`src/logic/avrp_defines.svh`:
```
// Constant definitions for the angle and velocity read-out port.
`ifndef AVRP_DEFINES_SVH
`define AVRP_DEFINES_SVH
`define AVRP_DATA_W        12
`define AVRP_WORD_W        16
`define AVRP_SYS_CLK_KHZ   10000
`define AVRP_SCLK_MAX_KHZ  25000
`define AVRP_DATA_LSB      4
`define AVRP_SEL_BIT       3
`define AVRP_DEGRADE_BIT   2
`define AVRP_LOST_BIT      1
`define AVRP_CHECK_BIT     0
`define AVRP_SO_PIN        11
`define AVRP_SCLK_PIN      10
`define AVRP_RST_DATA      12'h000
`define AVRP_RST_WORD      16'h0000
`endif

```
`src/logic/avrp_pkg.sv`:
```
// Types shared by the read-out port modules.
`include "avrp_defines.svh"
package avrp_pkg;
	typedef logic [`AVRP_DATA_W-1:0] avrp_data_t;
	typedef logic [`AVRP_WORD_W-1:0] avrp_word_t;
	typedef enum logic {AVRP_IDLE, AVRP_FRAME} avrp_frame_e;
endpackage : avrp_pkg

```
`src/logic/avrp_sync.sv`:
```
// Two-flop synchroniser with edge detection on the synchronised level.
module avrp_sync
	import avrp_pkg::*;
(
	input  wire logic SYS_CLK,
	input  wire logic RST,
	input  wire logic din,
	output logic      level,
	output logic      rise,
	output logic      fall
);
	typedef struct packed
	{
		logic meta_ff;
		logic sync_ff;
		logic last_ff;
	} avrp_sync_s;

	avrp_sync_s st_ff;
	avrp_sync_s nxt_st;

	always_comb
	begin
		nxt_st         = st_ff;
		nxt_st.meta_ff = din;
		nxt_st.sync_ff = st_ff.meta_ff;
		nxt_st.last_ff = st_ff.sync_ff;
	end

	always_ff @(posedge SYS_CLK)
	begin
		if (RST)
			st_ff <= '{meta_ff: 1'b1, sync_ff: 1'b1, last_ff: 1'b1};
		else
			st_ff <= nxt_st;
	end

	assign level = st_ff.sync_ff;
	assign rise  = st_ff.sync_ff & ~st_ff.last_ff;
	assign fall  = ~st_ff.sync_ff & st_ff.last_ff;
endmodule : avrp_sync

```
`src/logic/avrp_word.sv`:
```
// Builds the 16-bit serial word with its odd check bit.
module avrp_word
	import avrp_pkg::*;
(
	input  wire avrp_data_t data,
	input  wire logic       select,
	input  wire logic       degrade,
	input  wire logic       lost,
	output avrp_word_t      word
);
	logic [`AVRP_WORD_W-2:0] body;

	always_comb
	begin
		body = {data, select, degrade, lost};
		word = {body, ~(^body)};
	end
endmodule : avrp_word

```
`src/logic/avrp_port.sv`:
```
// Read-out port: holding registers, parallel bus and serial shift port.
//
// Operation
// - Parallel pins float; drive only while chip select and read strobe are low.
// - Read strobe falling edge copies the selected holding register to output.
// - Read strobe rising returns parallel pins to high impedance.
// - Latch strobe falling edge copies both integrators into holding registers.
// - Integrators keep updating during reads; only holding registers freeze.
// - Serial mode: pin 11 is data out, pin 10 clock in, 0-9 float.
// - Serial clock up to 25 MHz; host never exceeds it.
// - Select high picks position, low velocity; transfer only with chip select low.
// - Serial output comes from a 16-bit shift register, one word per frame.
// - Word sent MSB first; bits 15 to 4 carry the 12-bit value.
// - Position is unsigned binary, zero to full turn minus one LSB.
// - Velocity is twos complement; MSB gives rotation direction.
// - Bit 3 echoes selection: one position, zero velocity.
// - Bit 2 is signal degradation flag, bit 1 tracking loss flag.
// - Bit 0 makes the whole word hold an odd count of ones.
// - Serial: read strobe fall loads shift register; data driven while low.
// - MSB valid by first serial clock fall; shift on each rise, 15 more.
// - Extra serial clocks after bit zero shift out zeros.
// - Serial enable high: all twelve pins form the parallel bus.
// - Latch strobe rising edge clears monitor minimum and maximum registers.
//
// All host pins are sampled by SYS_CLK through two flops, so pin responses lag by
// about three cycles; the serial clock must be well below SYS_CLK / 4 in practice.
`include "avrp_defines.svh"
module avrp_port
	import avrp_pkg::*;
(
	input  wire logic       SYS_CLK,
	input  wire logic       RST,
	input  wire avrp_data_t POSITION_INTEGRATOR,
	input  wire avrp_data_t VELOCITY_INTEGRATOR,
	input  wire logic       SIGNAL_DEGRADE_FLAG,
	input  wire logic       TRACKING_LOST_FLAG,
	input  wire logic       LATCH_STROBE_N,
	input  wire logic       CHIP_SELECT_N,
	input  wire logic       READ_STROBE_N,
	input  wire logic       REGISTER_SELECT,
	input  wire logic       SERIAL_PORT_ENABLE_N,
	input  wire avrp_data_t DATA_PIN_IN,
	output avrp_data_t      DATA_PIN_OUT,
	output avrp_data_t      DATA_PIN_OE,
	output logic            MONITOR_CLEAR,
	output avrp_data_t      POSITION_HELD,
	output avrp_data_t      VELOCITY_HELD
);
	typedef struct packed
	{
		avrp_data_t  pos_hold_ff;
		avrp_data_t  vel_hold_ff;
		avrp_data_t  par_out_ff;
		avrp_word_t  shift_ff;
		logic        drive_ff;
		logic        clear_ff;
		avrp_frame_e frame_ff;
	} avrp_port_s;

	avrp_port_s st_ff;
	avrp_port_s nxt_st;

	logic latch_lvl;
	logic latch_rise;
	logic latch_fall;
	logic cs_lvl;
	logic rd_lvl;
	logic rd_rise;
	logic rd_fall;
	logic sel_lvl;
	logic soe_lvl;
	logic sclk_lvl;
	logic sclk_rise;
	logic sclk_fall;
	avrp_data_t chosen;
	avrp_word_t word;

	// Every pin comes from the host's domain, so each passes its own synchroniser.
	avrp_sync u_latch
	(
		.SYS_CLK (SYS_CLK),
		.RST     (RST),
		.din     (LATCH_STROBE_N),
		.level   (latch_lvl),
		.rise    (latch_rise),
		.fall    (latch_fall)
	);

	avrp_sync u_cs
	(
		.SYS_CLK (SYS_CLK),
		.RST     (RST),
		.din     (CHIP_SELECT_N),
		.level   (cs_lvl),
		.rise    (),
		.fall    ()
	);

	avrp_sync u_rd
	(
		.SYS_CLK (SYS_CLK),
		.RST     (RST),
		.din     (READ_STROBE_N),
		.level   (rd_lvl),
		.rise    (rd_rise),
		.fall    (rd_fall)
	);

	avrp_sync u_sel
	(
		.SYS_CLK (SYS_CLK),
		.RST     (RST),
		.din     (REGISTER_SELECT),
		.level   (sel_lvl),
		.rise    (),
		.fall    ()
	);

	avrp_sync u_soe
	(
		.SYS_CLK (SYS_CLK),
		.RST     (RST),
		.din     (SERIAL_PORT_ENABLE_N),
		.level   (soe_lvl),
		.rise    (),
		.fall    ()
	);

	// The serial clock shares the data pin ten; it idles high between frames.
	avrp_sync u_sclk
	(
		.SYS_CLK (SYS_CLK),
		.RST     (RST),
		.din     (DATA_PIN_IN[`AVRP_SCLK_PIN]),
		.level   (sclk_lvl),
		.rise    (sclk_rise),
		.fall    (sclk_fall)
	);

	assign chosen = sel_lvl ? st_ff.pos_hold_ff : st_ff.vel_hold_ff;

	avrp_word u_word
	(
		.data    (chosen),
		.select  (sel_lvl),
		.degrade (SIGNAL_DEGRADE_FLAG),
		.lost    (TRACKING_LOST_FLAG),
		.word    (word)
	);

	always_comb
	begin
		nxt_st          = st_ff;
		nxt_st.clear_ff = latch_rise;
		// Integrators are inputs that keep moving; only the holding copies freeze.
		if (latch_fall)
		begin
			nxt_st.pos_hold_ff = POSITION_INTEGRATOR;
			nxt_st.vel_hold_ff = VELOCITY_INTEGRATOR;
		end
		unique case (st_ff.frame_ff)
			AVRP_IDLE:
			begin
				if (rd_fall && !cs_lvl)
				begin
					nxt_st.par_out_ff = chosen;
					nxt_st.shift_ff   = word;
					nxt_st.drive_ff   = 1'b1;
					nxt_st.frame_ff   = AVRP_FRAME;
				end
			end
			AVRP_FRAME:
			begin
				if (rd_lvl || cs_lvl)
				begin
					nxt_st.drive_ff = 1'b0;
					nxt_st.frame_ff = AVRP_IDLE;
				end
				else if (sclk_rise && !soe_lvl)
					nxt_st.shift_ff = {st_ff.shift_ff[`AVRP_WORD_W-2:0], 1'b0};
			end
		endcase
	end

	always_ff @(posedge SYS_CLK)
	begin
		if (RST)
		begin
			st_ff.pos_hold_ff <= `AVRP_RST_DATA;
			st_ff.vel_hold_ff <= `AVRP_RST_DATA;
			st_ff.par_out_ff  <= `AVRP_RST_DATA;
			st_ff.shift_ff    <= `AVRP_RST_WORD;
			st_ff.drive_ff    <= 1'b0;
			st_ff.clear_ff    <= 1'b0;
			st_ff.frame_ff    <= AVRP_IDLE;
		end
		else
			st_ff <= nxt_st;
	end

	always_comb
	begin
		DATA_PIN_OUT = st_ff.par_out_ff;
		DATA_PIN_OE  = '0;
		if (soe_lvl)
		begin
			if (st_ff.drive_ff)
				DATA_PIN_OE = '1;
		end
		else
		begin
			DATA_PIN_OUT[`AVRP_SO_PIN] = st_ff.shift_ff[`AVRP_WORD_W-1];
			DATA_PIN_OE[`AVRP_SO_PIN]  = st_ff.drive_ff;
		end
	end

	assign MONITOR_CLEAR = st_ff.clear_ff;
	assign POSITION_HELD = st_ff.pos_hold_ff;
	assign VELOCITY_HELD = st_ff.vel_hold_ff;
endmodule : avrp_port

```
`config.mk`:
```
export PLATFORM = sky130hd
export DESIGN_NAME = avrp_port
export DESIGN_NICKNAME = d
export VERILOG_FILES = /design/src/logic/avrp_pkg.sv /design/src/logic/avrp_sync.sv /design/src/logic/avrp_word.sv /design/src/logic/avrp_port.sv
export VERILOG_INCLUDE_DIRS = /design/src /design/src/logic
export SDC_FILE = /design/constraint.sdc
export NUM_CORES = 1
export LEC_CHECK = 0
export ABC_AREA = 1
export BUFFER_PORTS_ARGS = -buffer_cell sky130_fd_sc_hd__buf_2
export CAP_MARGIN = 5
export CORE_ASPECT_RATIO = 0.8
export CORE_MARGIN = 2
export CORE_UTILIZATION = 30
export DETAILED_ROUTE_END_ITERATION = 10
export PLACE_DENSITY = 0.5
export SLEW_MARGIN = 20
export SYNTH_ARGS = -nofsm -noshare
export SYNTH_HDL_FRONTEND = slang
export SYNTH_SLANG_ARGS = --single-unit
```
`constraint.sdc`:
```
create_clock -name SYS_CLK -period 1.7 [get_ports SYS_CLK]
set_clock_uncertainty 0.2 [all_clocks]
set_input_delay 0.34 -clock SYS_CLK [delete_from_list [all_inputs] [get_ports SYS_CLK]]
set_output_delay 0.34 -clock SYS_CLK [all_outputs]
set_load 0.05 [all_outputs]
```
==> impl_metrics.prom <==
# TYPE chip_impl_metric gauge
chip_impl_metric{name="layout-drive-gt1-share",unit="%"} 37.99
chip_impl_metric{name="wl_per_cell",unit="um"} 12.13
chip_impl_metric{name="final_max_slew_viol_count",unit=""} 0
chip_impl_metric{name="clk_pin_slew_worst_paths",unit="ns"} 0.05
chip_impl_metric{name="p_leak",unit="nW"} 2.052
chip_impl_info{name="unrepaired_setup_endpoints_after_global_routing",value="true"} 1
chip_impl_metric{name="critPathMaxStageDelay",unit="ns"} 0.37
chip_impl_info{name="synth_top_cells_by_area",value="sky130_fd_sc_hd__dfxtp_1 (41%), sky130_fd_sc_hd__nand2_1 (14%), sky130_fd_sc_hd__buf_4 (11%), sky130_fd_sc_hd__o21ai_0 (6.1%), sky130_fd_sc_hd__inv_1 (3.4%)"} 1
chip_impl_metric{name="grt_pass1_vias",unit=""} 2764
chip_impl_metric{name="die_width",unit="um"} 123.4
chip_impl_metric{name="die_extent_in_y",unit="um"} 99.49
chip_impl_info{name="critical_path_launch_point_type",value="flip-flop"} 1
chip_impl_info{name="violations",value="negative setup slack"} 1
chip_impl_metric{name="worst-endpoint-required",unit="ns"} 1.77
chip_impl_metric{name="synth_nets",unit=""} 511
chip_impl_metric{name="die_area",unit="um^2"} 12270
chip_impl_metric{name="ant_diodes",unit=""} 0
chip_impl_metric{name="worstMarginPinSlew",unit="ns"} 0.3529
chip_impl_metric{name="cp_data_arrival_time",unit="ns"} 1.79
chip_impl_metric{name="antenna_found_initial",unit=""} 0
chip_impl_metric{name="layout_setup_ws",unit="ns"} -0.02659
chip_impl_metric{name="timing.max_cap.violations",unit=""} 0
chip_impl_info{name="run_status",value="finished, violations left"} 1
chip_impl_metric{name="detailed_place_hpwl",unit="mm"} 5.627
chip_impl_metric{name="fill_cell_total_of_the_finished_layout",unit=""} 1190
chip_impl_metric{name="nets",unit=""} 578
chip_impl_metric{name="initial_utilization",unit="%"} 31.16
chip_impl_metric{name="aggregate_negative_setup_slack",unit="ns"} -0.03135
chip_impl_metric{name="drt_wl_total",unit="mm"} 8.259
chip_impl_metric{name="first_pass_grt_wire_length",unit="mm"} 13.21
chip_impl_metric{name="p_int",unit="mW"} 3.190
chip_impl_info{name="path_class",value="reg2reg"} 1
chip_impl_metric{name="antenna_left",unit=""} 0
chip_impl_metric{name="swShare",unit="%"} 26.14
chip_impl_metric{name="clock_tree.buffer_depth",unit=""} 2
chip_impl_metric{name="hold_viol_final",unit=""} 0
chip_impl_metric{name="synth_area_per_cell",unit="um^2"} 7.338
chip_impl_metric{name="post_synth_inst_count",unit=""} 466
chip_impl_metric{name="design.portCount",unit=""} 94
chip_impl_metric{name="seqCellArea",unit="um^2"} 1408
chip_impl_info{name="post-synth-top-area-cell",value="sky130_fd_sc_hd__dfxtp_1"} 1
chip_impl_metric{name="power",unit="mW"} 4.319
chip_impl_metric{name="yosys.area.top_type_share",unit="%"} 40.98
chip_impl_metric{name="io_buffer_count",unit=""} 82
chip_impl_metric{name="multi_input_area",unit="um^2"} 1485
chip_impl_metric{name="clkLatencyLatePin",unit="ns"} 0.33
chip_impl_metric{name="gpl.final_weighted_congestion",unit=""} 0.7886
chip_impl_metric{name="globalRouteTotalUtil",unit="%"} 13.93
chip_impl_metric{name="syn_to_final_growth",unit="%"} 30.70
chip_impl_info{name="clock_tree.root_cell",value="sky130_fd_sc_hd__clkbuf_16"} 1
chip_impl_info{name="tritoncts_clock_tree",value="done"} 1
chip_impl_metric{name="p_comb_share",unit="%"} 15.5
chip_impl_metric{name="design.core.area",unit="um^2"} 10980
chip_impl_metric{name="number_of_clock_buffers_inserted_by_tritoncts",unit=""} 9
chip_impl_metric{name="switching_power",unit="mW"} 1.129
chip_impl_metric{name="maxClockFrequency",unit="MHz"} 579.2
chip_impl_info{name="worst_hold_path_type",value="in2reg"} 1
chip_impl_metric{name="clockPowerShare",unit="%"} 44.5
chip_impl_metric{name="ir_drop",unit="V"} 0.0004088
chip_impl_metric{name="final-setup-viol-count",unit=""} 2
chip_impl_metric{name="sequential_share_of_power",unit="%"} 40.0
chip_impl_metric{name="timing.final.crit_period",unit="ns"} 1.727
chip_impl_metric{name="power_density",unit="nW/um^2"} 966.4
chip_impl_metric{name="synth_seq_cells",unit=""} 70
chip_impl_metric{name="clkSinkCount",unit=""} 70
chip_impl_metric{name="drc",unit=""} 0
chip_impl_metric{name="min_period_over_period",unit="%"} 101.6
chip_impl_metric{name="crit_buf_inv",unit=""} 2
chip_impl_metric{name="netlist-cell-type-count",unit=""} 27
chip_impl_info{name="cp_top_family",value="simple AND/OR/NAND/NOR gates"} 1
chip_impl_info{name="timing.critical_path.to_type",value="flip-flop"} 1
chip_impl_metric{name="detailedRoute.firstPassIterationCount",unit=""} 7
chip_impl_metric{name="post_synth_instance_area",unit="um^2"} 3420
chip_impl_info{name="worst_path_most_repeated_cell",value="sky130_fd_sc_hd__nand2_1"} 1
chip_impl_metric{name="max-slew-margin-rel",unit="%"} 76.22
chip_impl_info{name="path_cells",value="buf_12 -> buf_6 -> nand2_1 -> nand2_2 -> nand2_2 -> nand2_1 -> nand3_2 -> nand3_1 -> nand2_1 -> nand2_1 -> nand3_2 -> a21oi_2"} 1
chip_impl_metric{name="ctsHtreeMaxLevel",unit=""} 3
chip_impl_metric{name="crit_fanout",unit=""} 7
chip_impl_metric{name="instances_no_fill",unit=""} 681
chip_impl_info{name="timing.critical_path.slowest_stage_cell",value="sky130_fd_sc_hd__dfxtp_4"} 1
chip_impl_metric{name="avgViaCountPerCell",unit=""} 4.477
chip_impl_metric{name="yosys_warnings",unit=""} 0
chip_impl_metric{name="detailed_router_s_first_iteration_violation_count",unit=""} 129
chip_impl_metric{name="largest_net_degree_at_the_start_of_global_routing",unit=""} 48
chip_impl_metric{name="ys_seq_area_share",unit="%"} 40.98
chip_impl_metric{name="globalRouteOverflowTotal",unit=""} 0
chip_impl_metric{name="via_count",unit=""} 3049
chip_impl_metric{name="row_count",unit=""} 34
chip_impl_metric{name="place.detailed.instances",unit=""} 649
registers in the layout, summed over array words and instances, names as in the netlist, 11 cells and up:
signal / cells
VELOCITY_HELD: 12
POSITION_HELD: 12
st_ff: 19
DATA_PIN_OUT: 11
Yosys cell counts:
cell / instances
sky130_fd_sc_hd__a211oi_1: 13
sky130_fd_sc_hd__buf_2: 1
sky130_fd_sc_hd__nor4_1: 2
sky130_fd_sc_hd__o21ai_1: 2
sky130_fd_sc_hd__xnor2_1: 1
sky130_fd_sc_hd__inv_1: 31
sky130_fd_sc_hd__a31oi_1: 15
sky130_fd_sc_hd__nor2_1: 18
sky130_fd_sc_hd__nand3_1: 15
sky130_fd_sc_hd__inv_6: 1
sky130_fd_sc_hd__nand2_2: 11
sky130_fd_sc_hd__buf_8: 1
sky130_fd_sc_hd__clkbuf_1: 15
sky130_fd_sc_hd__nor3_1: 1
sky130_fd_sc_hd__a21oi_2: 1
sky130_fd_sc_hd__nand3_2: 1
sky130_fd_sc_hd__xor2_1: 1
sky130_fd_sc_hd__nor3_4: 1
sky130_fd_sc_hd__mux2_2: 1
sky130_fd_sc_hd__or2_2: 13
sky130_fd_sc_hd__a21oi_1: 23
sky130_fd_sc_hd__inv_2: 4
sky130_fd_sc_hd__nand2_1: 128
sky130_fd_sc_hd__buf_4: 50
sky130_fd_sc_hd__buf_6: 4
sky130_fd_sc_hd__dfxtp_1: 70
sky130_fd_sc_hd__o21ai_0: 42
tightest hold or removal path, stage by stage:
cell and delay [ns]:
sky130_fd_sc_hd__buf_2 0.08, sky130_fd_sc_hd__o21ai_0 0.07, sky130_fd_sc_hd__nor2_1 0.07
layout make-up:
class,instances,area share (%)
clock inverters,3,0.9518
flip-flops and latches,70,31.49
repair inverters,1,0.1120
repair buffers,126,20.72
clock buffers,12,5.963
multi-input cells,289,33.23
inverters,36,3.499
well taps,144,4.031
cells in the final DEF (no fill, tap or decap), types with 2 or more instances in the layout:
cell                            instances
sky130_fd_sc_hd__clkinv_2               2
sky130_fd_sc_hd__nand2_1              109
sky130_fd_sc_hd__clkbuf_8               3
sky130_fd_sc_hd__buf_2                 70
sky130_fd_sc_hd__inv_1                 28
sky130_fd_sc_hd__a211oi_1              13
sky130_fd_sc_hd__nand3_2                6
sky130_fd_sc_hd__buf_12                 6
sky130_fd_sc_hd__clkbuf_16              9
sky130_fd_sc_hd__a31oi_1               15
sky130_fd_sc_hd__o21ai_0               41
sky130_fd_sc_hd__buf_4                 32
sky130_fd_sc_hd__dfxtp_2                2
sky130_fd_sc_hd__nand3_1               10
sky130_fd_sc_hd__or2_2                 13
sky130_fd_sc_hd__a21oi_1               22
sky130_fd_sc_hd__buf_6                 10
sky130_fd_sc_hd__nor2_1                17
sky130_fd_sc_hd__inv_2                  6
sky130_fd_sc_hd__dfxtp_1               67
sky130_fd_sc_hd__dlygate4sd3_1          6
sky130_fd_sc_hd__nand2_2               30
sky130_fd_sc_hd__a21oi_2                2
path summary, 6_finish.rpt:
path,startpoint,end,slack (ns),depth (start not counted)
max reg2reg,u_sel.level,st_ff[3],-0.03,12
min,VELOCITY_INTEGRATOR[11],VELOCITY_HELD[11],0.07,3
max,u_sel.level,st_ff[3],-0.03,12
min reg2reg,u_sel.nxt_st[1],u_sel.level,0.21,1
metrics by stage:
step | util, % | setup WS, ns | cell area [um^2] | hold WS (ns)
2_1_floorplan | - | 0.01977 | 3420 | 0.1895
3_3_place_gp | 34.50 | -0.03899 | 3786 | 0.1932
3_5_place_dp | 34.50 | -0.05711 | 3786 | 0.1969
4_1_cts | 39.92 | -0.009620 | 4382 | 0.06141
5_1_grt | 40.72 | -0.1549 | 4469 | 0.08934
6_report | 40.72 | -0.02659 | 4469 | 0.06900
power groups by stage:
stage          clock network (mW)  logic, mW  registers, mW
6_report                     1.92      0.669           1.73
4_1_cts                      1.98      0.652           1.73
2_1_floorplan                   0      0.455           1.76
3_3_place_gp                    0      0.581           1.76
5_1_grt                      2.04      0.735           1.74
3_5_place_dp                    0      0.588           1.76
per-layer routing:
metal	wire [um]	GRT usage (%)	part of all wire [%]
met1	3890	17.77	47
met2	3770	21.72	46
met3	492	4.759	6.0
met4	106	5.245	1.3
met5	0	0	0
cell families (layout without fill, tap and decap cells):
group                     count (synthesis)  in the layout  synth area share, %
DFF                                      70             70                40.98
and+or+nand+nor                         190            190                23.89
AOI/OAI and AO/OA                        96             96                15.66
xor gates and xnor gates                  2              2               0.5124
muxes                                     1              1               0.3293
buffers and inverters                   107            178                18.62
timing repair:
item / 4_1_cts / 5_1_grt
hold buffers: 6 / 0
setup buffers: 8 / 1
endpoints found under the setup margin: 13 / 22
gates resized for setup: 46 / 23
cloned: 1 / 1
hold endpoints to repair: 6 / 0
pin swaps: 13 / 4
Power figures use the tool's default switching activity.
